$ cat src/core/vpmap_pkg.sv
package vpmap_pkg;
  localparam logic [1:0] OP0_SYS = 2'h3;
  localparam logic [2:0] OP1_HYP = 3'h4;
  localparam logic [3:0] CRN_PART = 4'ha;
  localparam logic [3:0] CRM_TOP_MAP = 4'h6;
  localparam logic [2:0] OP2_TOP_MAP = 3'h7;
  localparam logic [3:0] CRM_VALID = 4'h4;
  localparam logic [2:0] OP2_VALID = 3'h1;
  localparam logic [11:0] NESTED_VIRT_MEMORY_OFS_TOP_MAP = 12'h978;
  localparam logic [11:0] NESTED_VIRT_MEMORY_OFS_VALID = 12'h938;
  localparam logic [5:0] SYND_CLASS_SYSREG = 6'h18;
  localparam int VALID_BITS = 32;
  localparam int FIELD_W = 16;
  localparam int TOP_BASE_ID = 28;
  localparam int IDS_PER_REG = 4;
  localparam logic [4:0] TOP_REG_INDEX = 5'h07;
  typedef enum logic [1:0] {
    VPM_EL0 = 2'b00,
    VPM_EL1 = 2'b01,
    VPM_EL2 = 2'b10,
    VPM_EL3 = 2'b11
  } vpm_level_t;
  typedef enum logic [2:0] {
    VPM_RES_DONE = 3'b000,
    VPM_RES_UNDEF = 3'b001,
    VPM_RES_MEM = 3'b010,
    VPM_RES_TRAP2 = 3'b011,
    VPM_RES_TRAP3 = 3'b100
  } vpm_result_t;
endpackage

$ cat src/core/vpm_valid_store.sv
// keeps the 32 valid bits; no reset on purpose, contents start unknown
module vpm_valid_store #(
  parameter int WIDTH = 32
) (
  input wire logic core_clk_i,
  input wire logic wr_en_i,
  input wire logic [WIDTH-1:0] wr_data_i,
  output logic [WIDTH-1:0] rd_data_o
);
  logic [WIDTH-1:0] bits_reg;
  logic [WIDTH-1:0] bits_next;
  always_comb begin
    bits_next = wr_en_i ? wr_data_i : bits_reg;
  end
  always_ff @(posedge core_clk_i) begin
    bits_reg <= bits_next;
  end
  assign rd_data_o = bits_reg;
endmodule

$ cat src/core/vpm_access.sv
// Function
// - decode top mapping register at op0 3, op1 4, CRn 10, CRm 6, op2 7
// - decode valid register at op0 3, op1 4, CRn 10, CRm 4, op2 1
// - level zero access is undefined and changes nothing
// - level one with both nested bits goes to memory at 0x978 or 0x938
// - level one nested only traps class 0x18 to level three or two
// - level two traps to level three if trap bit set, else direct
// - level three always reads or writes directly
// - valid bit m qualifies entry m held in mapping register m>>2
// - valid register bits 0..31 hold valid bits, upper half reads zero
// - valid bits reset to unknown, software initialises them
// - valid register exists only with extension and hyp control flag
// - valid bits ignored when level two not enabled
// - valid register is a 64-bit system register
// - top register holds four 16-bit ids, id 31 highest
// - mapping entry used only when its valid bit is one
// - mapping applies per level-one and level-zero enable bits
module vpm_access #(
  parameter int DATA_W = 64
) (
  input wire logic core_clk_i,
  input wire logic sys_rst_i,
  input wire logic req_i,
  input wire logic req_write_i,
  input wire logic [1:0] req_op0_i,
  input wire logic [2:0] req_op1_i,
  input wire logic [3:0] req_crn_i,
  input wire logic [3:0] req_crm_i,
  input wire logic [2:0] req_op2_i,
  input wire logic [DATA_W-1:0] req_wdata_i,
  input wire logic [1:0] cur_level_i,
  input wire logic level2_enabled_i,
  input wire logic level3_present_i,
  input wire logic lower_level_trap_bit_i,
  input wire logic nested_virt_bit_i,
  input wire logic enhanced_nested_bit_i,
  input wire logic extension_present_i,
  input wire logic hyp_control_present_flag_i,
  input wire logic level_one_map_enable_i,
  input wire logic level_zero_map_enable_i,
  input wire logic [4:0] map_vid_i,
  input wire logic map_from_level1_i,
  output logic resp_valid_o,
  output logic [2:0] resp_result_o,
  output logic [DATA_W-1:0] resp_rdata_o,
  output logic [11:0] resp_mem_offset_o,
  output logic [5:0] resp_syndrome_o,
  output logic map_hit_o,
  output logic [15:0] map_physical_id_o
);
  logic hit_top;
  logic hit_valid;
  logic reg_present;
  logic trap3;
  logic valid_wr;
  logic acc_ok;
  logic [vpmap_pkg::VALID_BITS-1:0] valid_bits;
  logic [DATA_W-1:0] top_map_reg;
  logic [DATA_W-1:0] top_map_next;
  logic resp_valid_reg;
  logic resp_valid_next;
  vpmap_pkg::vpm_result_t resp_result_reg;
  vpmap_pkg::vpm_result_t resp_result_next;
  logic [DATA_W-1:0] resp_rdata_reg;
  logic [DATA_W-1:0] resp_rdata_next;
  logic [11:0] resp_mem_offset_reg;
  logic [11:0] resp_mem_offset_next;
  logic [5:0] resp_syndrome_reg;
  logic [5:0] resp_syndrome_next;
  logic map_hit_reg;
  logic map_hit_next;
  logic [15:0] map_physical_id_reg;
  logic [15:0] map_physical_id_next;

  function automatic logic enc_match(input logic [3:0] crm, input logic [2:0] op2);
    return req_op0_i == vpmap_pkg::OP0_SYS && req_op1_i == vpmap_pkg::OP1_HYP &&
           req_crn_i == vpmap_pkg::CRN_PART && req_crm_i == crm && req_op2_i == op2;
  endfunction

  assign hit_top = enc_match(vpmap_pkg::CRM_TOP_MAP, vpmap_pkg::OP2_TOP_MAP);
  assign hit_valid = enc_match(vpmap_pkg::CRM_VALID, vpmap_pkg::OP2_VALID);
  // both registers share the presence condition of the valid register
  assign reg_present = extension_present_i && hyp_control_present_flag_i;
  assign trap3 = level3_present_i && lower_level_trap_bit_i;
  assign acc_ok = req_i && (hit_top || hit_valid) && reg_present;

  always_comb begin
    resp_valid_next = 1'b0;
    resp_result_next = vpmap_pkg::VPM_RES_DONE;
    resp_rdata_next = '0;
    resp_mem_offset_next = '0;
    resp_syndrome_next = '0;
    top_map_next = top_map_reg;
    valid_wr = 1'b0;
    if (req_i) begin
      resp_valid_next = 1'b1;
      // refused unless a branch below accepts it
      resp_result_next = vpmap_pkg::VPM_RES_UNDEF;
      if ((hit_top || hit_valid) && reg_present) begin
        unique case (vpmap_pkg::vpm_level_t'(cur_level_i))
          vpmap_pkg::VPM_EL0: begin
            resp_result_next = vpmap_pkg::VPM_RES_UNDEF;
          end
          vpmap_pkg::VPM_EL1: begin
            if (level2_enabled_i && nested_virt_bit_i && enhanced_nested_bit_i) begin
              resp_result_next = vpmap_pkg::VPM_RES_MEM;
              resp_mem_offset_next = hit_top ? vpmap_pkg::NESTED_VIRT_MEMORY_OFS_TOP_MAP :
                                               vpmap_pkg::NESTED_VIRT_MEMORY_OFS_VALID;
            end else if (level2_enabled_i && nested_virt_bit_i) begin
              resp_result_next = trap3 ? vpmap_pkg::VPM_RES_TRAP3 :
                                         vpmap_pkg::VPM_RES_TRAP2;
              resp_syndrome_next = vpmap_pkg::SYND_CLASS_SYSREG;
            end else begin
              resp_result_next = vpmap_pkg::VPM_RES_UNDEF;
            end
          end
          vpmap_pkg::VPM_EL2, vpmap_pkg::VPM_EL3: begin
            if (cur_level_i == vpmap_pkg::VPM_EL2 && trap3) begin
              resp_result_next = vpmap_pkg::VPM_RES_TRAP3;
              resp_syndrome_next = vpmap_pkg::SYND_CLASS_SYSREG;
            end else begin
              resp_result_next = vpmap_pkg::VPM_RES_DONE;
              if (req_write_i) begin
                if (hit_top) begin
                  top_map_next = req_wdata_i;
                end else begin
                  valid_wr = 1'b1;
                end
              end else begin
                // upper half of the valid register reads zero
                resp_rdata_next = hit_top ? top_map_reg :
                                  DATA_W'(valid_bits);
              end
            end
          end
        endcase
      end
    end
  end

  // map lookup; only entries 28..31 are held here, lower ids never hit
  always_comb begin
    logic [1:0] fsel;
    logic en;
    fsel = map_vid_i[1:0];
    en = map_from_level1_i ? level_one_map_enable_i : level_zero_map_enable_i;
    map_physical_id_next = top_map_reg[fsel*vpmap_pkg::FIELD_W +: vpmap_pkg::FIELD_W];
    map_hit_next = en && level2_enabled_i &&
                   (map_vid_i[4:2] == vpmap_pkg::TOP_REG_INDEX[2:0]) &&
                   valid_bits[map_vid_i];
  end

  vpm_valid_store #(
    .WIDTH(vpmap_pkg::VALID_BITS)
  ) u_valid (
    .core_clk_i(core_clk_i),
    .wr_en_i(valid_wr),
    .wr_data_i(req_wdata_i[vpmap_pkg::VALID_BITS-1:0]),
    .rd_data_o(valid_bits)
  );

  // mapping fields carry no reset value, like the valid bits
  always_ff @(posedge core_clk_i) begin
    top_map_reg <= top_map_next;
  end

  always_ff @(posedge core_clk_i or posedge sys_rst_i) begin
    if (sys_rst_i) begin
      resp_valid_reg <= 1'b0;
      resp_result_reg <= vpmap_pkg::VPM_RES_DONE;
      resp_rdata_reg <= '0;
      resp_mem_offset_reg <= '0;
      resp_syndrome_reg <= '0;
      map_hit_reg <= 1'b0;
      map_physical_id_reg <= '0;
    end else begin
      resp_valid_reg <= resp_valid_next;
      resp_result_reg <= resp_result_next;
      resp_rdata_reg <= resp_rdata_next;
      resp_mem_offset_reg <= resp_mem_offset_next;
      resp_syndrome_reg <= resp_syndrome_next;
      map_hit_reg <= map_hit_next;
      map_physical_id_reg <= map_physical_id_next;
    end
  end

  assign resp_valid_o = resp_valid_reg;
  assign resp_result_o = resp_result_reg;
  assign resp_rdata_o = resp_rdata_reg;
  assign resp_mem_offset_o = resp_mem_offset_reg;
  assign resp_syndrome_o = resp_syndrome_reg;
  assign map_hit_o = map_hit_reg;
  assign map_physical_id_o = map_physical_id_reg;

  // answers are registered, so each check looks one cycle after the request, except a_el0_no_valid, which checks valid_wr in the same cycle
  a_resp_pulse: assert property (
    @(posedge core_clk_i) disable iff (sys_rst_i)
    req_i
    |=> resp_valid_o)
    else $error("request got no answer");
  a_idle_quiet: assert property (
    @(posedge core_clk_i) disable iff (sys_rst_i)
    !req_i
    |=> !resp_valid_o && resp_result_o == vpmap_pkg::VPM_RES_DONE && resp_rdata_o == '0 &&
        resp_mem_offset_o == '0 && resp_syndrome_o == '0)
    else $error("answer fields not cleared when idle");
  a_unknown_enc: assert property (
    @(posedge core_clk_i) disable iff (sys_rst_i)
    req_i && !hit_top && !hit_valid
    |=> resp_result_o == vpmap_pkg::VPM_RES_UNDEF)
    else $error("unknown encoding not undefined");
  a_el0_undef: assert property (
    @(posedge core_clk_i) disable iff (sys_rst_i)
    req_i && cur_level_i == vpmap_pkg::VPM_EL0
    |=> resp_result_o == vpmap_pkg::VPM_RES_UNDEF)
    else $error("level zero access not undefined");
  a_el0_no_write: assert property (
    @(posedge core_clk_i) disable iff (sys_rst_i)
    req_i && cur_level_i == vpmap_pkg::VPM_EL0
    |=> $stable(top_map_reg))
    else $error("level zero access changed register");
  a_el0_no_valid: assert property (
    @(posedge core_clk_i) disable iff (sys_rst_i)
    req_i && cur_level_i == vpmap_pkg::VPM_EL0
    |-> !valid_wr)
    else $error("level zero access wrote valid bits");
  a_nv_mem_ofs: assert property (
    @(posedge core_clk_i) disable iff (sys_rst_i)
    acc_ok && hit_top && cur_level_i == vpmap_pkg::VPM_EL1 && level2_enabled_i &&
    nested_virt_bit_i && enhanced_nested_bit_i
    |=> resp_result_o == vpmap_pkg::VPM_RES_MEM &&
        resp_mem_offset_o == vpmap_pkg::NESTED_VIRT_MEMORY_OFS_TOP_MAP)
    else $error("top register not redirected to memory");
  a_nv_valid_ofs: assert property (
    @(posedge core_clk_i) disable iff (sys_rst_i)
    acc_ok && hit_valid && cur_level_i == vpmap_pkg::VPM_EL1 && level2_enabled_i &&
    nested_virt_bit_i && enhanced_nested_bit_i
    |=> resp_result_o == vpmap_pkg::VPM_RES_MEM &&
        resp_mem_offset_o == vpmap_pkg::NESTED_VIRT_MEMORY_OFS_VALID)
    else $error("valid register not redirected to memory");
  a_nv_trap_dest: assert property (
    @(posedge core_clk_i) disable iff (sys_rst_i)
    acc_ok && hit_valid && cur_level_i == vpmap_pkg::VPM_EL1 && level2_enabled_i &&
    nested_virt_bit_i && !enhanced_nested_bit_i
    |=> resp_result_o == ($past(trap3) ? vpmap_pkg::VPM_RES_TRAP3 : vpmap_pkg::VPM_RES_TRAP2) &&
        resp_syndrome_o == vpmap_pkg::SYND_CLASS_SYSREG)
    else $error("nested trap wrong for valid register");
  a_nv_top_trap: assert property (
    @(posedge core_clk_i) disable iff (sys_rst_i)
    acc_ok && hit_top && cur_level_i == vpmap_pkg::VPM_EL1 && level2_enabled_i &&
    nested_virt_bit_i && !enhanced_nested_bit_i
    |=> resp_result_o == ($past(trap3) ? vpmap_pkg::VPM_RES_TRAP3 : vpmap_pkg::VPM_RES_TRAP2) &&
        resp_syndrome_o == vpmap_pkg::SYND_CLASS_SYSREG)
    else $error("nested trap wrong for top register");
  a_el1_undef: assert property (
    @(posedge core_clk_i) disable iff (sys_rst_i)
    acc_ok && cur_level_i == vpmap_pkg::VPM_EL1 && !(level2_enabled_i && nested_virt_bit_i)
    |=> resp_result_o == vpmap_pkg::VPM_RES_UNDEF)
    else $error("level one access without nesting not undefined");
  a_el1_top_kept: assert property (
    @(posedge core_clk_i) disable iff (sys_rst_i)
    req_i && cur_level_i == vpmap_pkg::VPM_EL1
    |=> $stable(top_map_reg))
    else $error("level one access changed register");
  a_el2_trap3: assert property (
    @(posedge core_clk_i) disable iff (sys_rst_i)
    acc_ok && cur_level_i == vpmap_pkg::VPM_EL2 && trap3
    |=> resp_result_o == vpmap_pkg::VPM_RES_TRAP3 &&
        resp_syndrome_o == vpmap_pkg::SYND_CLASS_SYSREG)
    else $error("level two trap to level three missing");
  a_el2_direct: assert property (
    @(posedge core_clk_i) disable iff (sys_rst_i)
    acc_ok && cur_level_i == vpmap_pkg::VPM_EL2 && !trap3
    |=> resp_result_o == vpmap_pkg::VPM_RES_DONE)
    else $error("level two direct access refused");
  a_el3_write: assert property (
    @(posedge core_clk_i) disable iff (sys_rst_i)
    acc_ok && req_write_i && hit_top && cur_level_i == vpmap_pkg::VPM_EL3
    |=> top_map_reg == $past(req_wdata_i) && resp_result_o == vpmap_pkg::VPM_RES_DONE)
    else $error("level three write lost");
  a_el3_read: assert property (
    @(posedge core_clk_i) disable iff (sys_rst_i)
    acc_ok && !req_write_i && hit_top && cur_level_i == vpmap_pkg::VPM_EL3
    |=> resp_rdata_o == $past(top_map_reg) && resp_result_o == vpmap_pkg::VPM_RES_DONE)
    else $error("level three read wrong");
  a_valid_write: assert property (
    @(posedge core_clk_i) disable iff (sys_rst_i)
    acc_ok && req_write_i && hit_valid && cur_level_i == vpmap_pkg::VPM_EL3
    |=> valid_bits == $past(req_wdata_i[vpmap_pkg::VALID_BITS-1:0]))
    else $error("valid register write lost");
  a_valid_rd_zero: assert property (
    @(posedge core_clk_i) disable iff (sys_rst_i)
    resp_valid_o && resp_result_o == vpmap_pkg::VPM_RES_DONE && $past(hit_valid)
    |-> resp_rdata_o[DATA_W-1:vpmap_pkg::VALID_BITS] == '0)
    else $error("reserved valid bits not zero");
  a_absent_undef: assert property (
    @(posedge core_clk_i) disable iff (sys_rst_i)
    req_i && !reg_present
    |=> resp_result_o == vpmap_pkg::VPM_RES_UNDEF)
    else $error("absent register not undefined");
  a_map_gate: assert property (
    @(posedge core_clk_i) disable iff (sys_rst_i)
    !level2_enabled_i || !valid_bits[map_vid_i]
    |=> !map_hit_o)
    else $error("mapping hit without enable or valid");
  a_map_enable: assert property (
    @(posedge core_clk_i) disable iff (sys_rst_i)
    !(map_from_level1_i ? level_one_map_enable_i : level_zero_map_enable_i)
    |=> !map_hit_o)
    else $error("mapping hit while level mapping disabled");
  a_map_range: assert property (
    @(posedge core_clk_i) disable iff (sys_rst_i)
    map_vid_i[4:2] != vpmap_pkg::TOP_REG_INDEX[2:0]
    |=> !map_hit_o)
    else $error("mapping hit outside held entries");
  a_map_top_field: assert property (
    @(posedge core_clk_i) disable iff (sys_rst_i)
    map_hit_next && map_vid_i[1:0] == 2'h3
    |=> map_physical_id_o == $past(top_map_reg[DATA_W-1 -: vpmap_pkg::FIELD_W]))
    else $error("highest entry not taken from top field");
  a_map_low_field: assert property (
    @(posedge core_clk_i) disable iff (sys_rst_i)
    map_hit_next && map_vid_i[1:0] == 2'h0
    |=> map_physical_id_o == $past(top_map_reg[vpmap_pkg::FIELD_W-1:0]))
    else $error("lowest entry not taken from bottom field");
endmodule

$ cat config.mk
export PLATFORM = sky130hd
export DESIGN_NAME = vpm_access
export DESIGN_NICKNAME = d
export VERILOG_FILES = /design/src/core/vpmap_pkg.sv /design/src/core/vpm_valid_store.sv /design/src/core/vpm_access.sv
export SDC_FILE = /design/constraint.sdc
export NUM_CORES = 1
export LEC_CHECK = 0
export BUFFER_PORTS_ARGS = -buffer_cell sky130_fd_sc_hd__buf_2
export CAP_MARGIN = 30
export CORE_ASPECT_RATIO = 1.5
export CORE_UTILIZATION = 25
export CTS_CLUSTER_SIZE = 30
export DETAILED_ROUTE_END_ITERATION = 8
export PLACE_DENSITY = 0.42
export SLEW_MARGIN = 5
export SYNTH_ARGS = -nofsm -noshare
export SYNTH_HDL_FRONTEND = slang
export SYNTH_HIERARCHICAL = 1
export SYNTH_SLANG_ARGS = --single-unit
$ cat constraint.sdc
create_clock -name core_clk_i -period 3 [get_ports core_clk_i]
set_input_delay 0.3 -clock core_clk_i [delete_from_list [all_inputs] [get_ports core_clk_i]]
set_output_delay 0.3 -clock core_clk_i [all_outputs]
set_load 0.02 [all_outputs]
==> results of run 1 <==
[final cells by class]
| cell class | instances | area [um^2] |
|---|---|---|
| Antenna cell | 2 | 5.00 |
| Clock buffer | 22 | 495 |
| Clock inverter | 10 | 115 |
| Fill cell | 2571 | 17300 |
| Inverter | 2 | 10.0 |
| Multi-Input combinational cell | 196 | 1330 |
| Sequential cell | 184 | 5080 |
| Tap cell | 333 | 417 |
| Timing Repair Buffer | 207 | 1100 |
[stage by stage]
step	hold WS [ns]	instances	TNS (ns)	util [%]	power, mW
final	0.0373	956	0	33.1	5.16
after global routing	0.00676	955	0	33.1	5.36
after CTS	0.00787	954	0	33.1	5.24
after detailed placement	0.297	921	0	30.7	2.93
after global placement	0.293	921	0	30.7	2.93
after floorplan	0.331	417	-14.61	-	2.83
[path summary, 6_finish.rpt]
kind | startpoint | to | slack (ns) | depth (start not counted)
hold reg to reg | top_map_reg[52] | resp_rdata_o[52] | 0.50 | 1
setup reg to reg | u_valid/rd_data_o[31] | map_hit_o | 1.85 | 2
setup / recovery | req_crn_i[2] | top_map_reg[25] | 0.98 | 6
hold / removal | req_wdata_i[55] | top_map_reg[55] | 0.04 | 1
max in group asynchronous | sys_rst_i | resp_rdata_o[5] | 1.82 | 4
min in group asynchronous | sys_rst_i | map_hit_o | 0.40 | 3
[cell families after synthesis]
logic type             after synthesis
DFF                                184
and+or+nand+nor                    129
AOI/OAI and AO/OA                   39
buffers and inverters               37
muxes                               18
other                                1
[where the power goes]
part | internal (mW) | switching (mW)
registers | 2.67 | 0.00341
logic | 0.0831 | 0.117
clock network | 1.35 | 0.941
[placed cells by master (no fill, tap or decap), drive strengths merged, types with 2 or more instances in the layout]
cell type	n
bufinv	2
nand2	67
buf	206
conb	10
nor2	5
clkbuf	22
or4	2
nand3	6
nand4	3
or3	2
and3	33
nor3	4
mux4	17
edfxtp	96
inv	4
dfrtp	88
diode	2
clkinv	5
a21oi	34
a211oi	2
[worst max-delay path: cells and delay by family]
family	cells	cell delay (ns)
simple gates	4	1.24
buf+inv	2	0.52
[repair_timing]
item,in CTS,in global routing
setup buffers,0,0
hold endpoints to repair,23,0
gates resized for setup,0,0
hold buffers,1,0
[per-layer routing]
metal  wire [um]  vias to the layer above
li1            -                     1852
met5          43                        -
met1        6610                     2012
met2        9740                      143
met4         317                        6
met3         921                       26
==> metrics.txt, run 1 <==
Slew HR=60.5%; grt met1 use=15.2%; die width=134 um; GRT busiest layer=met2; Clock Tree Root=clkbuf_16; Pwr Density=603 mW/mm^2; Critical Path Sink Type=flip-flop; number of buffers created by CTS=17; worst min path class=in -> reg; gpl congestion=0.759; Layout Cell Area excl Fill=0.00856 mm^2; Startpoint Class=input pin; flops & latches, synth=184; post-synthesis compound-gate area fraction=3.29%; unrepaired setup endpoints after global routing=no; starting density of the core=25.4%; met2 Usage GRT=24.4%; H-tree depth=4; worst skew pair latency=0.43 ns; Global Route Usage Sum=13.6%; final wirelength=17.6 mm; FMAX=495 MHz; Tcrit/Tclk final=67.4%; max_cap viols=0; CP max stage cell=or4bb_1; Post-DP Area=0.00793 mm^2; fin crit period=2.02 ns; first-pass GRT wire length=26.1 mm; WL/cell=18.4 um; crit path cell chain=buf_2 -> or4bb_1 -> nor2_2 -> nand3_2 -> nor3_4 -> buf_4; pre-CTS setup slack=0.528 ns; Nets=709; Final Setup Violations=0; number of top-level pins=204; max incr delay on CP=0.61 ns; Peak VDD IR=0.343 mV; mux contribution to synthesized area=5.98%; status=finished clean; DR vias/cell=4.22; number of global-route vias before repair=4316; DR iter-0 viols=192; I/O Buffers=193; WP data arrival=2.10 ns; cell area after synthesis=0.00657 mm^2; Synth async-reset ratio=47.8%; Slew @ Worst Pin=0.593 ns; post-synth top area share=43.9%; Post-synth top flop=edfxtp_1; Layout Area Growth over Synthesis=30.2%; Num Clock Sinks=184; post-synthesis sequential area ratio=77.4%; Leak=3.92 nW; pin count of the biggest net entering global routing=35; Max Buffers Root-to-Sink=2; Syn Area/Cell=16.1 um^2; Setup WS post-layout=0.979 ns; Post-Synth Adder-Cell Area=0%; Yosys warning count=6; Post-synth EDFFs=96; initial antenna violation count=4; largest family of logic cells by synthesized area=simple AND/OR/NAND/NOR gates; critical path class=in -> reg; Yosys top cell by area=edfxtp_1; worst endpoint required time=3.08 ns; count leader, synth=edfxtp_1; Post-Synth XOR/XNOR Area=0%; Final Max Tran Viols=0; die area=0.0270 mm^2; worst-path maximum fanout=30; dpl hpwl=12.1 mm; count of cell types in the netlist=32; simple-gate share of the synthesized area=9.86%; total core area=0.0259 mm^2; GR Layer Usage met3=3.66%; DR vias=4039; clk_skew=0.00791 ns; Routed Antenna Nets=0; layout cell share with drive strength beyond 1=42.7%; Hold Fails Final Rpt=0; site row count=72; clock slew at reported path FFs=0.07 ns; CTS tree=yes; post-synthesis cell count=408; number of remaining DRC errors=0; Detailed Routing Iterations Pass 1=5; top post-synthesis cells by area=edfxtp_1 (44%), dfrtp_1 (33%), mux4_2 (5.8%); Commonest cells post-synth=edfxtp_1 (96), dfrtp_1 (88), nand2_1 (67); Die Span Y=201 um; grt ovf=0
(Power assumes the default switching activity.)
==> run 2, diff against run 1 <==
- clock period: 3 -> 2 ns (I/O delays scaled with it)
==> run 2 against run 1 <==
Clock skew is 0.00052 ns lower. Via count is 6.7% higher. Worst setup slack worse by 0.68 ns. Die area stayed put. Design area is 8.6% higher. Core utilization is 2.8 points higher. First-iteration DRC count is 17% lower. Critical path depth stayed put.
==> metrics.txt, run 2 (same netlist as run 1, synthesis figures left out) <==
status=finished clean; worst reg2reg startpoint=u_valid/rd_data_o[31]; die area=0.0270 mm^2; clock slew at reported path FFs=0.07 ns; final wirelength=18.3 mm; FMAX=587 MHz; Net Sw Power=1.66 mW; final cell count without fillers=1028; Max Buffers Root-to-Sink=2; number of remaining DRC errors=0; Internal Power=5.95 mW; starting density of the core=25.4%; DR vias=4311; Final Max Tran Viols=0; Setup WS post-layout=0.295 ns; Peak VDD IR=0.532 mV; Tcrit/Tclk final=85.3%; grt ovf=0; worst skew pair latency=0.43 ns; hold depth=3; Sequential Power Share=52.7%; number of top-level pins=204; most frequent cells in the layout=buf_2 (193), edfxtp_1 (96), dfrtp_1 (88); Startpoint Class=input pin; max_cap viols=0; Layout Area Growth over Synthesis=41.4%; Post-DP Area=0.00808 mm^2; FF-to-FF path depth=2; clk_skew=0.00739 ns; Combinational Power Share=5.4%; fin crit period=1.71 ns; sw frac=21.8%; dpl hpwl=12.1 mm; antenna diode count=0; Leak=4.22 nW; pre-CTS setup slack=-0.144 ns; Detailed Routing Iterations Pass 1=4; min-delay src=level2_enabled_i; gpl congestion=0.746; worst min path class=in -> reg; worst endpoint required time=2.10 ns; Layout Cell Area excl Fill=0.00929 mm^2; DR iter-0 viols=159; most common cell after layout, fill and taps aside=buf_2; Critical Path Sink Type=flip-flop; number of buffers created by CTS=17; Nets=783; Pwr Density=819 mW/mm^2; worst-path maximum fanout=49; I/O Buffers=193; Clock Tree Root=clkbuf_16; CTS tree=yes; critical path class=in -> reg; Die Span Y=201 um; initial antenna violation count=0; setup TNS=0 ns; DR vias/cell=4.19; number of global-route vias before repair=4707; site row count=72; placed instance count=930; CP Launch Point=req_crm_i[3]; Num Clock Sinks=184; H-tree depth=4; Core Util, Final=35.9%; WHS=0.0254 ns; total power=7.61 mW; Clock Power Share=41.9%; setup bufs post-CTS=0; WP data arrival=1.81 ns; Final Setup Violations=0; WL/cell=17.8 um; Routed Antenna Nets=0; Global Route Usage Sum=14.2%; Post-CTS Resized=0; total core area=0.0259 mm^2; first-pass GRT wire length=27.5 mm; unrepaired setup endpoints after global routing=no; Hold Fails Final Rpt=0; layout cell share with drive strength beyond 1=39.1%; pin count of the biggest net entering global routing=89; die width=134 um
==> run 2: layout make-up <==
cell class,instances,area [um^2]
Clock buffer,19,433
Clock inverter,13,124
Fill cell,2499,16600
Inverter,2,11.3
Multi-Input combinational cell,196,1330
Sequential cell,184,5080
Tap cell,333,417
Timing Repair Buffer,281,1890
==> run 2: what timing repair did <==
action / 4_1_cts / 5_1_grt
hold buffers: 66 / 0
setup endpoints to repair: 0 / 0
endpoints found under the hold margin: 186 / 0
==> run 2: power groups by stage <==
| stage | sequential, mW | clock [mW] | combinational [mW] |
|---|---|---|---|
| 6_report | 4.01 | 3.19 | 0.412 |
| 3_5_place_dp | 4.09 | 0 | 0.319 |
| 5_1_grt | 4.01 | 3.45 | 0.449 |
| 3_3_place_gp | 4.09 | 0 | 0.314 |
| 4_1_cts | 4.01 | 3.31 | 0.422 |
| 2_1_floorplan | 4.12 | 0 | 0.123 |
==> run 2: worst max-delay path, cell delays in order <==
cell	delay, ns
buf_2	0.10
or4b_4	0.56
a211oi_4	0.22
nand3_2	0.16
nor3_4	0.21
buf_12	0.29
==> run 2: path summary, 6_finish.rpt <==
path                                              to  slack, ns
worst max register to register             map_hit_o       0.83
worst min register to register      resp_rdata_o[38]       0.50
worst min-delay path                       map_hit_o       0.03
worst max-delay path                 top_map_reg[33]       0.29
min in group asynchronous       map_physical_id_o[2]       0.46
max in group asynchronous           resp_rdata_o[23]       1.15
==> run 2: routing by layer <==
metal / wire (um) / track usage, % / up-vias
met5: 0 / 0 / -
met4: 269 / 5.50 / 0
met3: 655 / 2.70 / 15
met2: 10000 / 25.9 / 144
met1: 7320 / 16.2 / 2156
li1: - / - / 1996
==> run 3, diff against run 2 <==
- clock period: 2 -> 1.86 ns (I/O delays scaled with it)
==> run 3 against run 2 <==
Power is 12% higher. Clock power is 18% higher. Critical endpoint is now top_map_reg[21]. Critical path depth stayed put. Die area stayed put. Sequential share of layout area is 0.58 points lower. Wire length is 1.2% lower. Highest routed layer unchanged. Design area is 1.1% higher.
==> metrics.txt, run 3 (same netlist as run 1, synthesis figures left out) <==
crit path cell chain=buf_2 -> or4b_4 -> a211oi_4 -> nand3_2 -> nor3_4 -> buf_12; layout cell share with drive strength beyond 1=39.3%; CP Launch Point=req_crm_i[3]; CTS tree=yes; number of global-route vias before repair=4660; min-delay src=lower_level_trap_bit_i; WP data arrival=1.80 ns; Hold Fails Final Rpt=0; Critical Path Sink Type=flip-flop; fin crit period=1.70 ns; DR WL met3=780 um; setup bufs post-CTS=0; antenna diode count=0; worst skew pair latency=0.43 ns; WL met1=7.12 mm; most common cell after layout, fill and taps aside=buf_2; # fillers=2496; total power=8.52 mW; Final Max Tran Viols=0; Setup WS post-layout=0.163 ns; Post-CTS Resized=0; max_cap viols=0; die width=134 um; dpl hpwl=12.1 mm; gpl congestion=0.749; critical path class=in -> reg; cts hold-fix bufs=69; DR vias=4300; grt ovf=0; Nets=788; Routed Antenna Nets=0; DR vias/cell=4.16; number of buffers created by CTS=17; worst endpoint required time=1.96 ns; Detailed Routing Iterations Pass 1=4; FMAX=589 MHz; H-tree depth=4; worst min path class=in -> reg; clock slew at reported path FFs=0.07 ns; pin count of the biggest net entering global routing=89; initial antenna violation count=0; site row count=72; first-pass GRT wire length=27.3 mm; unrepaired setup endpoints after global routing=no; starting density of the core=25.4%; Leak=4.27 nW; number of remaining DRC errors=0; Final Setup Violations=0; final wirelength=18.0 mm; die area=0.0270 mm^2; Startpoint Class=input pin; max incr delay on CP=0.56 ns; Peak VDD IR=0.599 mV; worst reg2reg startpoint=u_valid/rd_data_o[31]; Clock Tree Root=clkbuf_16; Core Util, Final=36.3%; number of top-level pins=204; clk_skew=0.00793 ns; WL/cell=17.5 um; status=finished clean; worst-path maximum fanout=49; Num Clock Sinks=184; most frequent cells in the layout=buf_2 (193), edfxtp_1 (96), dfrtp_1 (88); Layout Area Growth over Synthesis=42.9%; pre-CTS setup slack=-0.278 ns; Global Route Usage Sum=14.1%; I/O Buffers=193; Die Span Y=201 um; total core area=0.0259 mm^2; Pwr Density=907 mW/mm^2; CP max stage cell=or4b_4; Max Buffers Root-to-Sink=2; Tcrit/Tclk final=91.3%; met2 routed WL=9.92 mm; DR iter-0 viols=175; top sig layer=met4
## run 3: cell count changes in the layout (fill, tap and decap cells not counted)
| cell | change |
|---|---|
| clkinv_4 | -3 |
| dlygate4sd3_1 | +3 |
| buf_4 | +2 |
| bufinv_16 | +2 |
| inv_6 | +2 |
| clkbuf_1 | -1 |
| clkbuf_8 | +1 |
| clkinvlp_4 | -1 |
## run 3: where the power goes
| group | total (mW) | internal (mW) | switching, mW |
|---|---|---|---|
| clock network | 3.75 | 2.17 | 1.59 |
| logic | 0.449 | 0.239 | 0.211 |
| registers | 4.32 | 4.31 | 0.00556 |
| total | 8.52 | 6.72 | 1.80 |
## run 3: worst max-delay path, delay by kind of cell
family	cells	cell delay, ns
AO/OA/AOI/OAI	1	0.22
buffers and inverters	2	0.41
AND/OR/NAND/NOR	3	0.95
## run 3: path summary, 6_finish.rpt
kind / to / slack (ns) / depth (start not counted)
max: top_map_reg[21] / 0.16 / 6
min: resp_result_o[2] / 0.05 / 3
max reg2reg: map_hit_o / 0.69 / 2
min reg2reg: resp_rdata_o[52] / 0.50 / 1
max in group asynchronous: resp_rdata_o[26] / 1.03 / 4
min in group asynchronous: map_physical_id_o[2] / 0.44 / 4
## run 3: final cells by class
cell class | instances | area (um^2) | share of cell area, %
Clock buffer | 19 | 443 | 4.72
Multi-Input combinational cell | 196 | 1330 | 14.2
Sequential cell | 184 | 5080 | 54.1
Clock inverter | 13 | 168 | 1.79
Inverter | 2 | 11.3 | 0.120
Timing Repair Buffer | 286 | 1940 | 20.6
Tap cell | 333 | 417 | 4.44
## run 3: per-stage QoR
stage / hold WS, ns / area, um^2 / std cells / TNS [ns]
after CTS: 0.0289 / 9390 / 1033 / 0
after floorplan: 0.217 / 6640 / 417 / -113.10
after detailed placement: 0.356 / 8090 / 932 / -32.76
after global placement: 0.356 / 8090 / 932 / -27.29
after global routing: 0.0283 / 9390 / 1033 / 0
final: 0.0455 / 9390 / 1033 / 0
## run 3: layer usage
metal | GRT usage, % | vias to the layer above
li1 | - | 2011
met1 | 16.1 | 2129
met2 | 25.6 | 146
met3 | 3.06 | 14
met4 | 4.61 | 0
met5 | 0 | -
